$ cat src/shared/stm_pkg.sv
// package: register map, field layouts, encodings and reset values of the standard timer
package stm_pkg;
	// register indices; byte address is four times the index
	localparam logic [2:0] IDX_CTRL0  = 3'h0;
	localparam logic [2:0] IDX_CTRL1  = 3'h1;
	localparam logic [2:0] IDX_CNT_LO = 3'h2;
	localparam logic [2:0] IDX_CNT_HI = 3'h3;
	localparam logic [2:0] IDX_CMP_LO = 3'h4;
	localparam logic [2:0] IDX_CMP_HI = 3'h5;
	localparam logic [2:0] IDX_PERIOD = 3'h6;
	localparam logic [2:0] IDX_AUX    = 3'h7;
	localparam int         ADDR_W     = 12;
	localparam logic [1:0] WORD_LSB   = 2'h0;

	localparam logic [7:0]  CTRL0_RST  = 8'h00;
	localparam logic [7:0]  CTRL1_RST  = 8'h00;
	localparam logic [7:0]  BYTE_RST   = 8'h00;
	localparam logic [15:0] CNT_RST    = 16'h0000;
	localparam logic [2:0]  RSVD_ZERO  = 3'h0;
	localparam logic [1:0]  DIV4_LAST  = 2'h3;
	localparam logic [5:0]  DIV16_MASK = 6'h0F;
	localparam logic [5:0]  DIV64_LAST = 6'h3F;

	// clock select codes in documented order
	typedef enum logic [2:0] {
		CK_SYS_DIV4, CK_SYS, CK_H_DIV16, CK_H_DIV64, CK_TB_A, CK_TB_B, CK_PIN_RISE, CK_PIN_FALL
	} stm_clk_sel_e;

	typedef enum logic [1:0] {MODE_CMP_OUT, MODE_CAPTURE, MODE_PWM, MODE_TIMER} stm_mode_e;

	typedef enum logic [1:0] {OF_NONE, OF_LOW, OF_HIGH, OF_TOGGLE} stm_out_fn_e;

	typedef struct packed {
		logic         pause_bit;
		stm_clk_sel_e clock_select_field;
		logic         on_off_bit;
		logic [2:0]   rsvd;
	} stm_ctrl0_s;

	typedef struct packed {
		stm_mode_e   operating_mode_field;
		stm_out_fn_e output_function_field;
		logic        output_control_bit;
		logic        output_polarity_bit;
		logic        period_duty_swap_bit;
		logic        clear_select_bit;
	} stm_ctrl1_s;
endpackage

$ cat src/design/stm_timer.sv
// design: sixteen-bit standard timer with apb register access and two output pins
// Summary of operation
// - writing compare low byte loads only the shared holding buffer
// - high byte write stores directly and copies buffer into paired low byte
// - high byte read returns it and captures paired low byte into buffer
// - low byte read returns the holding buffer, not the live byte
// - counter is sixteen bits, counts up on the selected clock tick
// - period value compares with counter upper byte only
// - compare value compares with all sixteen counter bits
// - software cannot write the counter; on bit rising clears it
// - counter clears on overflow or selected comparator match
// - both comparator matches raise the timer interrupt request pulse, clearing or not
// - pause bit holds count; clearing it resumes from held value
// - clock select picks sys/4, sys, h/16, h/64, time base, pin edges
// - on bit low stops counting and keeps count; rise clears counter
// - in compare output mode on bit rise restores initial output level
// - control 0 bits 2 to 0 read as zero
// - mode field: compare output, capture, pwm/single pulse, timer/counter
// - two output pins carry same signal or one inverted copy
// - compare match in compare output mode: none, low, high, toggle
// - clear select 1 clears on compare match, 0 on period match/overflow
// - period zero gives 65536 clocks, N gives 256 times N clocks
//
// Local design decisions: the address map and the APB register port.
`timescale 1ns/1ns
`default_nettype none
module stm_timer
	import stm_pkg::*;
(
	input  wire logic              pclk,
	input  wire logic              presetn,
	input  wire logic              ce,
	input  wire logic              psel,
	input  wire logic              penable,
	input  wire logic              pwrite,
	input  wire logic [ADDR_W-1:0] paddr,
	input  wire logic [31:0]       pwdata,
	output logic      [31:0]       prdata,
	output logic                   pready,
	output logic                   pslverr,
	input  wire logic              fh_tick,
	input  wire logic              time_base_clock,
	input  wire logic              external_clock_pin,
	output logic                   timer_output_pin_a,
	output logic                   timer_output_pin_b,
	output logic                   timer_irq,
	output logic                   cmp_a_match,
	output logic                   cmp_p_match
);
	// address decode shared by setup and access phases
	function automatic logic map_ok(input logic [ADDR_W-1:0] a);
		map_ok = (a[1:0] == WORD_LSB) && (a[ADDR_W-1:5] == '0);
	endfunction
	function automatic logic [2:0] map_idx(input logic [ADDR_W-1:0] a);
		map_idx = a[4:2];
	endfunction

	stm_ctrl0_s  ctrl0_ff, nxt_ctrl0;
	stm_ctrl1_s  ctrl1_ff, nxt_ctrl1;
	logic [15:0] cmp_ff, nxt_cmp;
	logic [7:0]  period_ff, nxt_period;
	logic [7:0]  buf_ff, nxt_buf;
	logic        pin_b_inv_ff, nxt_pin_b_inv;
	logic [31:0] prdata_ff, nxt_prdata;
	logic        err_ff, nxt_err;
	logic [15:0] cnt_ff, nxt_cnt;
	logic [1:0]  div4_ff, nxt_div4;
	logic [5:0]  divh_ff, nxt_divh;
	logic        pin_d_ff, nxt_pin_d;
	logic        on_prev_ff, nxt_on_prev;
	logic        out_ff, nxt_out;
	logic        irq_ff, nxt_irq;
	logic        am_ff, nxt_am;
	logic        pm_ff, nxt_pm;

	logic        setup, wr_acc, rd_acc, on_rise, tick, run, a_hit, p_hit, do_clr;
	logic [2:0]  idx;
	logic [15:0] cnt_inc;

	assign setup   = psel && !penable;
	assign wr_acc  = psel && penable && pwrite && map_ok(paddr);
	assign rd_acc  = psel && penable && !pwrite && map_ok(paddr);
	assign idx     = map_idx(paddr);
	assign pready  = 1'b1; // registers answer with no wait state
	assign prdata  = prdata_ff;
	assign pslverr = err_ff;

	// register file, shared holding buffer and read data
	always_comb begin
		nxt_ctrl0     = ctrl0_ff;
		nxt_ctrl1     = ctrl1_ff;
		nxt_cmp       = cmp_ff;
		nxt_period    = period_ff;
		nxt_buf       = buf_ff;
		nxt_pin_b_inv = pin_b_inv_ff;
		nxt_prdata    = prdata_ff;
		nxt_err       = err_ff;
		if (setup) begin
			// read data is sampled in setup so it leaves a flip-flop
			nxt_err    = !map_ok(paddr);
			nxt_prdata = '0;
			if (!map_ok(paddr)) begin
				nxt_prdata = '0;
			end else if (idx == IDX_CTRL0) begin
				nxt_prdata[7:0] = {ctrl0_ff[7:3], RSVD_ZERO};
			end else if (idx == IDX_CTRL1) begin
				nxt_prdata[7:0] = ctrl1_ff;
			end else if (idx == IDX_CNT_LO || idx == IDX_CMP_LO) begin
				nxt_prdata[7:0] = buf_ff;
			end else if (idx == IDX_CNT_HI) begin
				nxt_prdata[7:0] = cnt_ff[15:8];
			end else if (idx == IDX_CMP_HI) begin
				nxt_prdata[7:0] = cmp_ff[15:8];
			end else if (idx == IDX_PERIOD) begin
				nxt_prdata[7:0] = period_ff;
			end else begin
				nxt_prdata[0] = pin_b_inv_ff;
			end
		end
		if (wr_acc) begin
			if (idx == IDX_CTRL0) begin
				nxt_ctrl0      = pwdata[7:0];
				nxt_ctrl0.rsvd = RSVD_ZERO;
			end else if (idx == IDX_CTRL1) begin
				nxt_ctrl1 = pwdata[7:0];
			end else if (idx == IDX_CMP_LO) begin
				nxt_buf = pwdata[7:0];
			end else if (idx == IDX_CMP_HI) begin
				nxt_cmp = {pwdata[7:0], buf_ff};
			end else if (idx == IDX_PERIOD) begin
				nxt_period = pwdata[7:0];
			end else if (idx == IDX_AUX) begin
				nxt_pin_b_inv = pwdata[0];
			end
			// counter bytes have no write path
		end
		if (setup && !pwrite && map_ok(paddr)) begin
			// low byte is latched at the edge that samples the high byte, so a
			// running counter cannot carry between the two halves of one snapshot
			if (idx == IDX_CNT_HI) begin
				nxt_buf = cnt_ff[7:0];
			end else if (idx == IDX_CMP_HI) begin
				nxt_buf = cmp_ff[7:0];
			end
		end
	end

	always_ff @(posedge pclk or negedge presetn) begin
		if (!presetn) begin
			ctrl0_ff     <= CTRL0_RST;
			ctrl1_ff     <= CTRL1_RST;
			cmp_ff       <= CNT_RST;
			period_ff    <= BYTE_RST;
			buf_ff       <= BYTE_RST;
			pin_b_inv_ff <= 1'b0;
			prdata_ff    <= '0;
			err_ff       <= 1'b0;
		end else if (ce) begin
			ctrl0_ff     <= nxt_ctrl0;
			ctrl1_ff     <= nxt_ctrl1;
			cmp_ff       <= nxt_cmp;
			period_ff    <= nxt_period;
			buf_ff       <= nxt_buf;
			pin_b_inv_ff <= nxt_pin_b_inv;
			prdata_ff    <= nxt_prdata;
			err_ff       <= nxt_err;
		end
	end

	// tick selection; sources are strobes so the counter stays on pclk
	always_comb begin
		nxt_div4  = div4_ff + 2'h1;
		nxt_divh  = fh_tick ? divh_ff + 6'h01 : divh_ff;
		nxt_pin_d = external_clock_pin;
		case (ctrl0_ff.clock_select_field)
			CK_SYS_DIV4: tick = (div4_ff == DIV4_LAST);
			CK_SYS:      tick = 1'b1;
			CK_H_DIV16:  tick = fh_tick && ((divh_ff & DIV16_MASK) == DIV16_MASK);
			CK_H_DIV64:  tick = fh_tick && (divh_ff == DIV64_LAST);
			CK_TB_A:     tick = time_base_clock;
			CK_TB_B:     tick = time_base_clock;
			CK_PIN_RISE: tick = external_clock_pin && !pin_d_ff;
			default:     tick = !external_clock_pin && pin_d_ff;
		endcase
	end

	// counter, comparators and clearing
	assign on_rise = ctrl0_ff.on_off_bit && !on_prev_ff;
	assign run     = ctrl0_ff.on_off_bit && !ctrl0_ff.pause_bit && tick;
	assign cnt_inc = cnt_ff + 16'h0001; // wraps all ones to zero
	assign a_hit   = run && (cnt_ff == cmp_ff);
	// period match lands where the upper byte would reach the period
	assign p_hit   = run && (cnt_inc[15:8] == period_ff) && (cnt_inc[7:0] == BYTE_RST);
	assign do_clr  = ctrl1_ff.clear_select_bit ? a_hit : p_hit;

	always_comb begin
		nxt_on_prev = ctrl0_ff.on_off_bit;
		nxt_cnt     = cnt_ff;
		if (on_rise) begin
			nxt_cnt = CNT_RST;
		end else if (do_clr) begin
			nxt_cnt = CNT_RST;
		end else if (run) begin
			nxt_cnt = cnt_inc;
		end
		nxt_am  = a_hit;
		nxt_pm  = p_hit;
		nxt_irq = a_hit || p_hit;
		nxt_out = out_ff;
		if (ctrl1_ff.operating_mode_field == MODE_CMP_OUT) begin
			if (on_rise) begin
				nxt_out = ctrl1_ff.output_control_bit;
			end else if (a_hit) begin
				case (ctrl1_ff.output_function_field)
					OF_LOW:    nxt_out = 1'b0;
					OF_HIGH:   nxt_out = 1'b1;
					OF_TOGGLE: nxt_out = !out_ff;
					default:   nxt_out = out_ff;
				endcase
			end
		end
	end

	always_ff @(posedge pclk or negedge presetn) begin
		if (!presetn) begin
			cnt_ff     <= CNT_RST;
			div4_ff    <= '0;
			divh_ff    <= '0;
			pin_d_ff   <= 1'b0;
			on_prev_ff <= 1'b0;
			out_ff     <= 1'b0;
			irq_ff     <= 1'b0;
			am_ff      <= 1'b0;
			pm_ff      <= 1'b0;
		end else if (ce) begin
			cnt_ff     <= nxt_cnt;
			div4_ff    <= nxt_div4;
			divh_ff    <= nxt_divh;
			pin_d_ff   <= nxt_pin_d;
			on_prev_ff <= nxt_on_prev;
			out_ff     <= nxt_out;
			irq_ff     <= nxt_irq;
			am_ff      <= nxt_am;
			pm_ff      <= nxt_pm;
		end
	end

	assign timer_irq   = irq_ff;
	assign cmp_a_match = am_ff;
	assign cmp_p_match = pm_ff;

	// pins: polarity applies except in timer/counter mode; pin b may be inverted
	logic [1:0] pin_w;
	logic       pol;
	assign pol = ctrl1_ff.output_polarity_bit && (ctrl1_ff.operating_mode_field != MODE_TIMER);
	for (genvar g = 0; g < 2; g++) begin : g_pin
		assign pin_w[g] = out_ff ^ pol ^ ((g == 1) && pin_b_inv_ff);
	end
	assign timer_output_pin_a = pin_w[0];
	assign timer_output_pin_b = pin_w[1];
endmodule
`default_nettype wire

$ cat config.mk
export PLATFORM = sky130hd
export DESIGN_NAME = stm_timer
export DESIGN_NICKNAME = d
export VERILOG_FILES = /design/src/shared/stm_pkg.sv /design/src/design/stm_timer.sv
export SDC_FILE = /design/constraint.sdc
export NUM_CORES = 1
export LEC_CHECK = 0
export ABC_CLOCK_PERIOD_IN_PS = 7100
export BUFFER_PORTS_ARGS = -buffer_cell sky130_fd_sc_hd__buf_2
export CAP_MARGIN = 40
export CORE_UTILIZATION = 40
export CTS_BUF_LIST = sky130_fd_sc_hd__clkbuf_4 sky130_fd_sc_hd__clkbuf_8
export CTS_CLUSTER_DIAMETER = 30
export DETAILED_ROUTE_END_ITERATION = 10
export PLACE_DENSITY = 0.58
export SYNTH_ARGS = -nofsm -noshare
export SYNTH_HDL_FRONTEND = slang
export SYNTH_SLANG_ARGS = --single-unit
$ cat constraint.sdc
create_clock -name pclk -period 7.1 [get_ports pclk]
set_input_delay 1.065 -clock pclk [delete_from_list [all_inputs] [get_ports pclk]]
set_output_delay 1.065 -clock pclk [all_outputs]
set_load 0.05 [all_outputs]
==> results_dict.tcl, run 1 <==
set metrics [dict create \
    worstSetupStartpoint "cnt_ff[3]" \
    critPathMaxFanout 13 \
    synth.cell_area_sq_um 5240 \
    detail_route.drc_violations 0 \
    timing.max_slew.rel_slack 0.468 \
    number_of_enable_type_register_cells_in_the_synthesized_netlist 0 \
    postSynth.asyncResetShare 1.00 \
    cts_repair_resize_count 0 \
    achievable-frequency_mhz 292 \
    die-height_um 116 \
    synth_adder_area_share 0.00907 \
    routed.top_layer "met4" \
    hp-start "prdata[7]" \
    initial_antenna_violation_count 0 \
    setup_total_negative_slack_ns 0 \
    postSynthAreaPerCell_sq_um 10.1 \
    timing_hold_violations_final 0 \
    layout.cells.most_common_list "85 x dfrtp_1, 45 x nand2_1, 41 x buf_2" \
    period_share 0.483 \
    path_class "register to register" \
    drv_slew 0 \
    wp_data_arrival_ns 3.67 \
    regToRegStartpoint "cnt_ff[3]" \
    drive_gt1_frac 0.237 \
    vias 4020 \
    grt.overflow.total 0 \
    synth-main-ff-cell "dfrtp_1" \
    rsz0062_at_grt "false" \
    synth-xor-area-share 0.0635 \
    post_synth_num_cell_types 69 \
    worst_ep_required_time_ns 7.35 \
    placementRows 41 \
    period_minus_slack_ns 3.43 \
    grt_first_pass_wirelength_um 20600 \
    port_buffers 42 \
    startpoint_type "register" \
    result_of_the_run "finished, final reports clean" \
    power_leakage_nw 2.53 \
    synth_top_family_by_area "simple AND/OR/NAND/NOR gates" \
    maxCapViolations 0 \
    clk_latency_ns 0.38 \
    cts_setup_buffers 0 \
    grt.total_usage 0.203 \
    dp_hpwl_um 9430 \
    grt_pass1_vias 3659 \
    pin_count 92 \
    initial_utilization 0.412 \
    fin_skew_ns 0.0118 \
    synth_top_area_frac 0.406 \
    cts_tree "yes" \
    hold_path_class "register to register" \
    detailed_router_s_first_iteration_violation_count 426 \
    synth_warnings 0 \
    design.die.area_sq_um 13600 \
    post_synth_mux_area_share 0.122 \
    detail-route-antenna-nets 0 \
    detailroute.wirelength.met2_um 6260 \
    synth.top_cells.by_area "dfrtp_1 41%, mux2_2 6.9%, buf_4 4.3%" \
    synthesis.instances 518 \
    cts_buffers 9 \
    worstMarginPinSlew_ns 0.798 \
    final_cell_area_sq_um 5620 \
    synth_compound_gate_area_share 0.142 \
    m1WireLength_um 6080 \
    synthDominantAreaCellType "dfrtp_1" \
    drt_pre_antenna_iters 5 \
    clock_slew_at_the_register_clock_pins_of_the_worst_setup_and_hold_paths_ns 0.09 \
    synth-seq-area-share 0.406 \
    cts.root.buffer_cell "clkbuf_8" \
    worst_ir_drop_vdd_uv 73.0 \
    placed_area_sq_um 5410 \
    synthToLayoutAreaGrowth_pct 7.19 \
    route.detailed.vias_per_inst 5.64 \
    post_synth_and_or_nand_nor_area_fraction 0.175 \
    drt-wirelength-per-cell_um 18.6 \
    setup_viol_count_final 0 \
    design.core.area_sq_um 12700 \
    clock_tree.buffer_depth 2 \
    cts_hold_buf 0 \
    gpl.final_weighted_congestion 0.854 \
    cts_max_level 3 \
    grt_max_degree 62 \
    wl_met3_um 650 \
    wirelength_um 13200 \
    power-per-cell-area_nw_per_um2 183 \
    n_antenna_cell 0 \
    die_width_um 116 \
    mostFrequentLayoutCell "dfrtp_1" \
    fin_nets 592 \
    end_kind "register" \
    yosys_register_bits 85 \
    cts.sink_count 85 \
]
==> cells in the mapped netlist (10+ instances only) <==
cell / number
dfrtp_1: 85
mux2_4: 10
mux2_2: 32
xnor2_1: 17
clkbuf_1: 15
o31ai_1: 11
buf_2: 12
o21ai_0: 34
buf_4: 30
a21oi_1: 13
nor2_1: 17
inv_1: 10
nand4_1: 16
nand3_1: 20
nand2_1: 45
xor2_1: 21
a22oi_1: 10
==> state kept, by name, indices dropped and copies added (netlist names), 4 cells and up <==
signal     flops
ctrl1_ff       8
period_ff      8
divh_ff        6
buf_ff         8
cmp_ff        16
prdata         8
ctrl0_ff       4
cnt_ff        16
==> report_power, final <==
part           internal, mW  switching [mW]
clock                 0.175           0.193
sequential            0.509          0.0214
combinational        0.0407          0.0904
total                 0.725           0.305
==> logic make-up after synthesis <==
logic type | count (synthesis)
compound gates | 110
xor+xnor | 38
fa+ha+maj | 4
buf+inv | 73
flops | 85
mux | 51
other cells | 2
simple gates | 155
==> worst paths after layout <==
check	endpoint	slack, ns	cells after the start
max	cnt_ff[8]	3.67	7
max reg2reg	cnt_ff[8]	3.67	7
max in group asynchronous	buf_ff[2]	5.40	2
min reg2reg	prdata[7]	0.48	2
min in group asynchronous	period_ff[2]	0.59	1
min	prdata[7]	0.48	2
==> worst max-delay path, stage by stage (launching register included) <==
cell	delay (ns)
dfrtp_1	0.56
nand4_1	0.59
or4_1	0.76
xnor2_1	0.17
nor3_2	0.25
nand4_1	0.55
nand4_1	0.31
o31ai_1	0.10
==> layout make-up <==
| class | count | area (sq um) |
|---|---|---|
| Tap cell | 172 | 215 |
| Clock buffer | 10 | 138 |
| Sequential cell | 85 | 2130 |
| Timing Repair Buffer | 47 | 258 |
| Fill cell | 1241 | 7100 |
| Clock inverter | 6 | 68.8 |
| Multi-Input combinational cell | 383 | 2770 |
| Inverter | 10 | 37.5 |
==> metrics by stage <==
step                      cells  setup WS [ns]  hold slack, ns   util  power [mW]
after floorplan             541           3.82           0.446      -       0.640
after global placement      696           3.27           0.458  0.424       0.668
after detailed placement    697           3.49           0.461  0.425       0.673
after CTS                   713           3.73           0.482  0.442        1.04
after global routing        713           3.43           0.501  0.442        1.07
final                       713           3.67           0.478  0.442        1.03
==> per-layer routing <==
| metal | global-route usage | vias up |
|---|---|---|
| met5 | 0 | - |
| met2 | 0.318 | 144 |
| met1 | 0.283 | 1996 |
| li1 | - | 1862 |
| met3 | 0.0265 | 18 |
| met4 | 0.0863 | 0 |
Power figures use the tool's default switching activity.
==> run 2: changes to the inputs <==
--- a/config.mk
+++ b/config.mk
@@ -5,14 +5,14 @@
 export SDC_FILE = /design/constraint.sdc
 export NUM_CORES = 1
 export LEC_CHECK = 0
-export ABC_CLOCK_PERIOD_IN_PS = 7100
+export ABC_CLOCK_PERIOD_IN_PS = 2900
 export BUFFER_PORTS_ARGS = -buffer_cell sky130_fd_sc_hd__buf_2
 export CAP_MARGIN = 40
 export CORE_UTILIZATION = 40
 export CTS_BUF_LIST = sky130_fd_sc_hd__clkbuf_4 sky130_fd_sc_hd__clkbuf_8
 export CTS_CLUSTER_DIAMETER = 30
 export DETAILED_ROUTE_END_ITERATION = 10
-export PLACE_DENSITY = 0.58
+export PLACE_DENSITY = 0.61
 export SYNTH_ARGS = -nofsm -noshare
 export SYNTH_HDL_FRONTEND = slang
 export SYNTH_SLANG_ARGS = --single-unit
==> constraint.sdc (replaced) <==
create_clock -name pclk -period 2.9 [get_ports pclk]
set_input_delay 0.435 -clock pclk [delete_from_list [all_inputs] [get_ports pclk]]
set_output_delay 0.435 -clock pclk [all_outputs]
set_load 0.05 [all_outputs]
==> results_dict.tcl, run 2 (synthesis results as in run 1) <==
set metrics [dict create \
    detailed_router_s_first_iteration_violation_count 462 \
    power.sequential.fraction 0.518 \
    grtUsageMet2 0.332 \
    worstMarginPinSlew_ns 0.702 \
    route.detailed.vias_per_inst 5.62 \
    setup_total_negative_slack_ns 0 \
    grt_first_pass_wirelength_um 21300 \
    detail_route.drc_violations 0 \
    fin_skew_ns 0.0175 \
    path_class "register to register" \
    synthToLayoutAreaGrowth_pct 10.1 \
    worst_ir_drop_vdd_uv 210 \
    drt_pre_antenna_iters 5 \
    cts.sink_count 85 \
    port_buffers 42 \
    cts_tree "yes" \
    clock_tree.buffer_depth 2 \
    worst_ep_required_time_ns 3.15 \
    timing_hold_violations_final 0 \
    timing.max_slew.rel_slack 0.532 \
    grt.overflow.total 0 \
    cell_internal_pwr_mw 1.77 \
    gpl.final_weighted_congestion 0.809 \
    placementRows 41 \
    detail-route-antenna-nets 0 \
    switching_share 0.293 \
    hold_path_class "primary input to asynchronous set/reset pin" \
    regToRegStartpoint "cnt_ff[1]" \
    fin_nets 610 \
    rsz0062_at_grt "false" \
    drv_slew 0 \
    n_antenna_cell 0 \
    reg2reg_to "cnt_ff[1]" \
    power.share.clock 0.351 \
    grt_max_degree 51 \
    dpl_worst_slack_ns 0.160 \
    period_share 0.916 \
    critical_path_s_top_delay_family "simple AND/OR/NAND/NOR gates" \
    mostFrequentLayoutCell "dfrtp_1" \
    cp_num_buf_inv 0 \
    drt-wirelength-per-cell_um 18.3 \
    r2r_cells 8 \
    drive_gt1_frac 0.265 \
    pin_count 92 \
    achievable-frequency_mhz 377 \
    initial_utilization 0.412 \
    final_critical_path_setup_slack_ns 0.244 \
    cts.root.buffer_cell "clkbuf_8" \
    r2r_setup_slack_ns 0.24 \
    clk_latency_ns 0.39 \
    groute.layer.met3.usage 0.0457 \
    cts_setup_buffers 0 \
    place.detailed.instances 715 \
    num-fill-cells 1260 \
    maxCapViolations 0 \
    stdcell_count 731 \
    grt.total_usage 0.212 \
    ff_latch_area_sq_um 2130 \
    clock_slew_at_the_register_clock_pins_of_the_worst_setup_and_hold_paths_ns 0.09 \
    vias 4109 \
    cts_buffers 9 \
    critPathMaxFanout 14 \
    final_core_utilization 0.453 \
    cts_repair_resize_count 0 \
    share_of_total_power_in_combinational_logic 0.131 \
    power.net_switching_mw 0.734 \
    initial_antenna_violation_count 0 \
    wp_data_arrival_ns 2.91 \
    grt_pass1_vias 3898 \
    area_of_the_multi_input_gates_sq_um 2790 \
    setup_viol_count_final 0 \
    critPathMaxStageDelay_ns 0.60 \
    wirelength_um 13400 \
    power-per-cell-area_nw_per_um2 434 \
    end_kind "register" \
    cts_max_level 3 \
    layout.cells.most_common_list "85 x dfrtp_1, 45 x nand2_1, 41 x buf_2" \
    design.die.area_sq_um 13600 \
    layout_top_registers "cmp_ff: 16 flops, cnt_ff: 16 flops" \
    grt_most_used_layer "met2" \
    period_minus_slack_ns 2.66 \
    cts_hold_buf 0 \
    die-height_um 116 \
    power_leakage_nw 2.61 \
    timing.critical_path.slowest_stage_cell "or4_1" \
    die_width_um 116 \
    result_of_the_run "finished, final reports clean" \
    startpoint_type "register" \
    critical_path.cell_chain "ha_1 -> nand2_1 -> or4_1 -> xnor2_1 -> nor3_2 -> nand4_2 -> nand3_4 -> o22ai_1" \
    grtUsageMet1 0.286 \
    design.core.area_sq_um 12700 \
    dp_hpwl_um 9720 \
]
==> run 2: cell count changes in the layout (fill, tap and decap cells not counted), sizes merged <==
cell and change:
clkinvlp +2, buf +18, inv -2
==> run 2: how the worst max path moves through the flow <==
stage,from,to,slack [ns],cells past startpoint
after global routing,divh_ff[0],cnt_ff[1],0.02,9
after floorplan,ctrl1_ff[7],timer_output_pin_b,0.25,4
after global placement,paddr[5],buf_ff[1],0.19,9
final,cnt_ff[1],cnt_ff[1],0.24,8
after CTS,cnt_ff[1],cnt_ff[6],0.11,8
after detailed placement,cnt_ff[1],cnt_ff[6],0.16,8
==> run 2: power groups by stage <==
stage	clock [mW]	combinational [mW]	sequential [mW]
final	0.879	0.327	1.30
after global routing	0.934	0.364	1.31
after CTS	0.894	0.331	1.30
after detailed placement	0	0.330	1.32
after global placement	0	0.322	1.32
after floorplan	0	0.245	1.32
==> run 2: area by class of cell <==
cell class              instances  share of cell area
clock buffers                  10              0.0239
clock inverters                 6              0.0108
inverters                      10             0.00651
multi-input cells             383               0.484
flip-flops and latches         85               0.369
well taps                     172              0.0373
repair buffers                 65              0.0690
==> run 2: worst reg2reg max path, cell delays in order (launching register included) <==
cell	delay (ns)
dfrtp_1	0.48
ha_1	0.28
nand2_1	0.17
or4_1	0.61
xnor2_1	0.17
nor3_2	0.25
nand4_2	0.21
nand3_4	0.25
o22ai_1	0.12
==> run 2: routing by layer <==
metal | vias up | share of wire | wire length [um]
met4 | 0 | 0.026 | 352
met2 | 150 | 0.48 | 6370
met3 | 26 | 0.062 | 825
li1 | 1898 | - | -
met1 | 2035 | 0.44 | 5860
met5 | - | 0 | 0
==> run 2: through the flow <==
step / instance area [sq um] / hold WS (ns) / power (mW)
floorplan: 5330 / 0.139 / 1.57
global placement: 5550 / 0.459 / 1.64
detailed placement: 5550 / 0.464 / 1.65
CTS: 5750 / 0.0950 / 2.52
global route: 5770 / 0.109 / 2.61
finish: 5770 / 0.0632 / 2.50
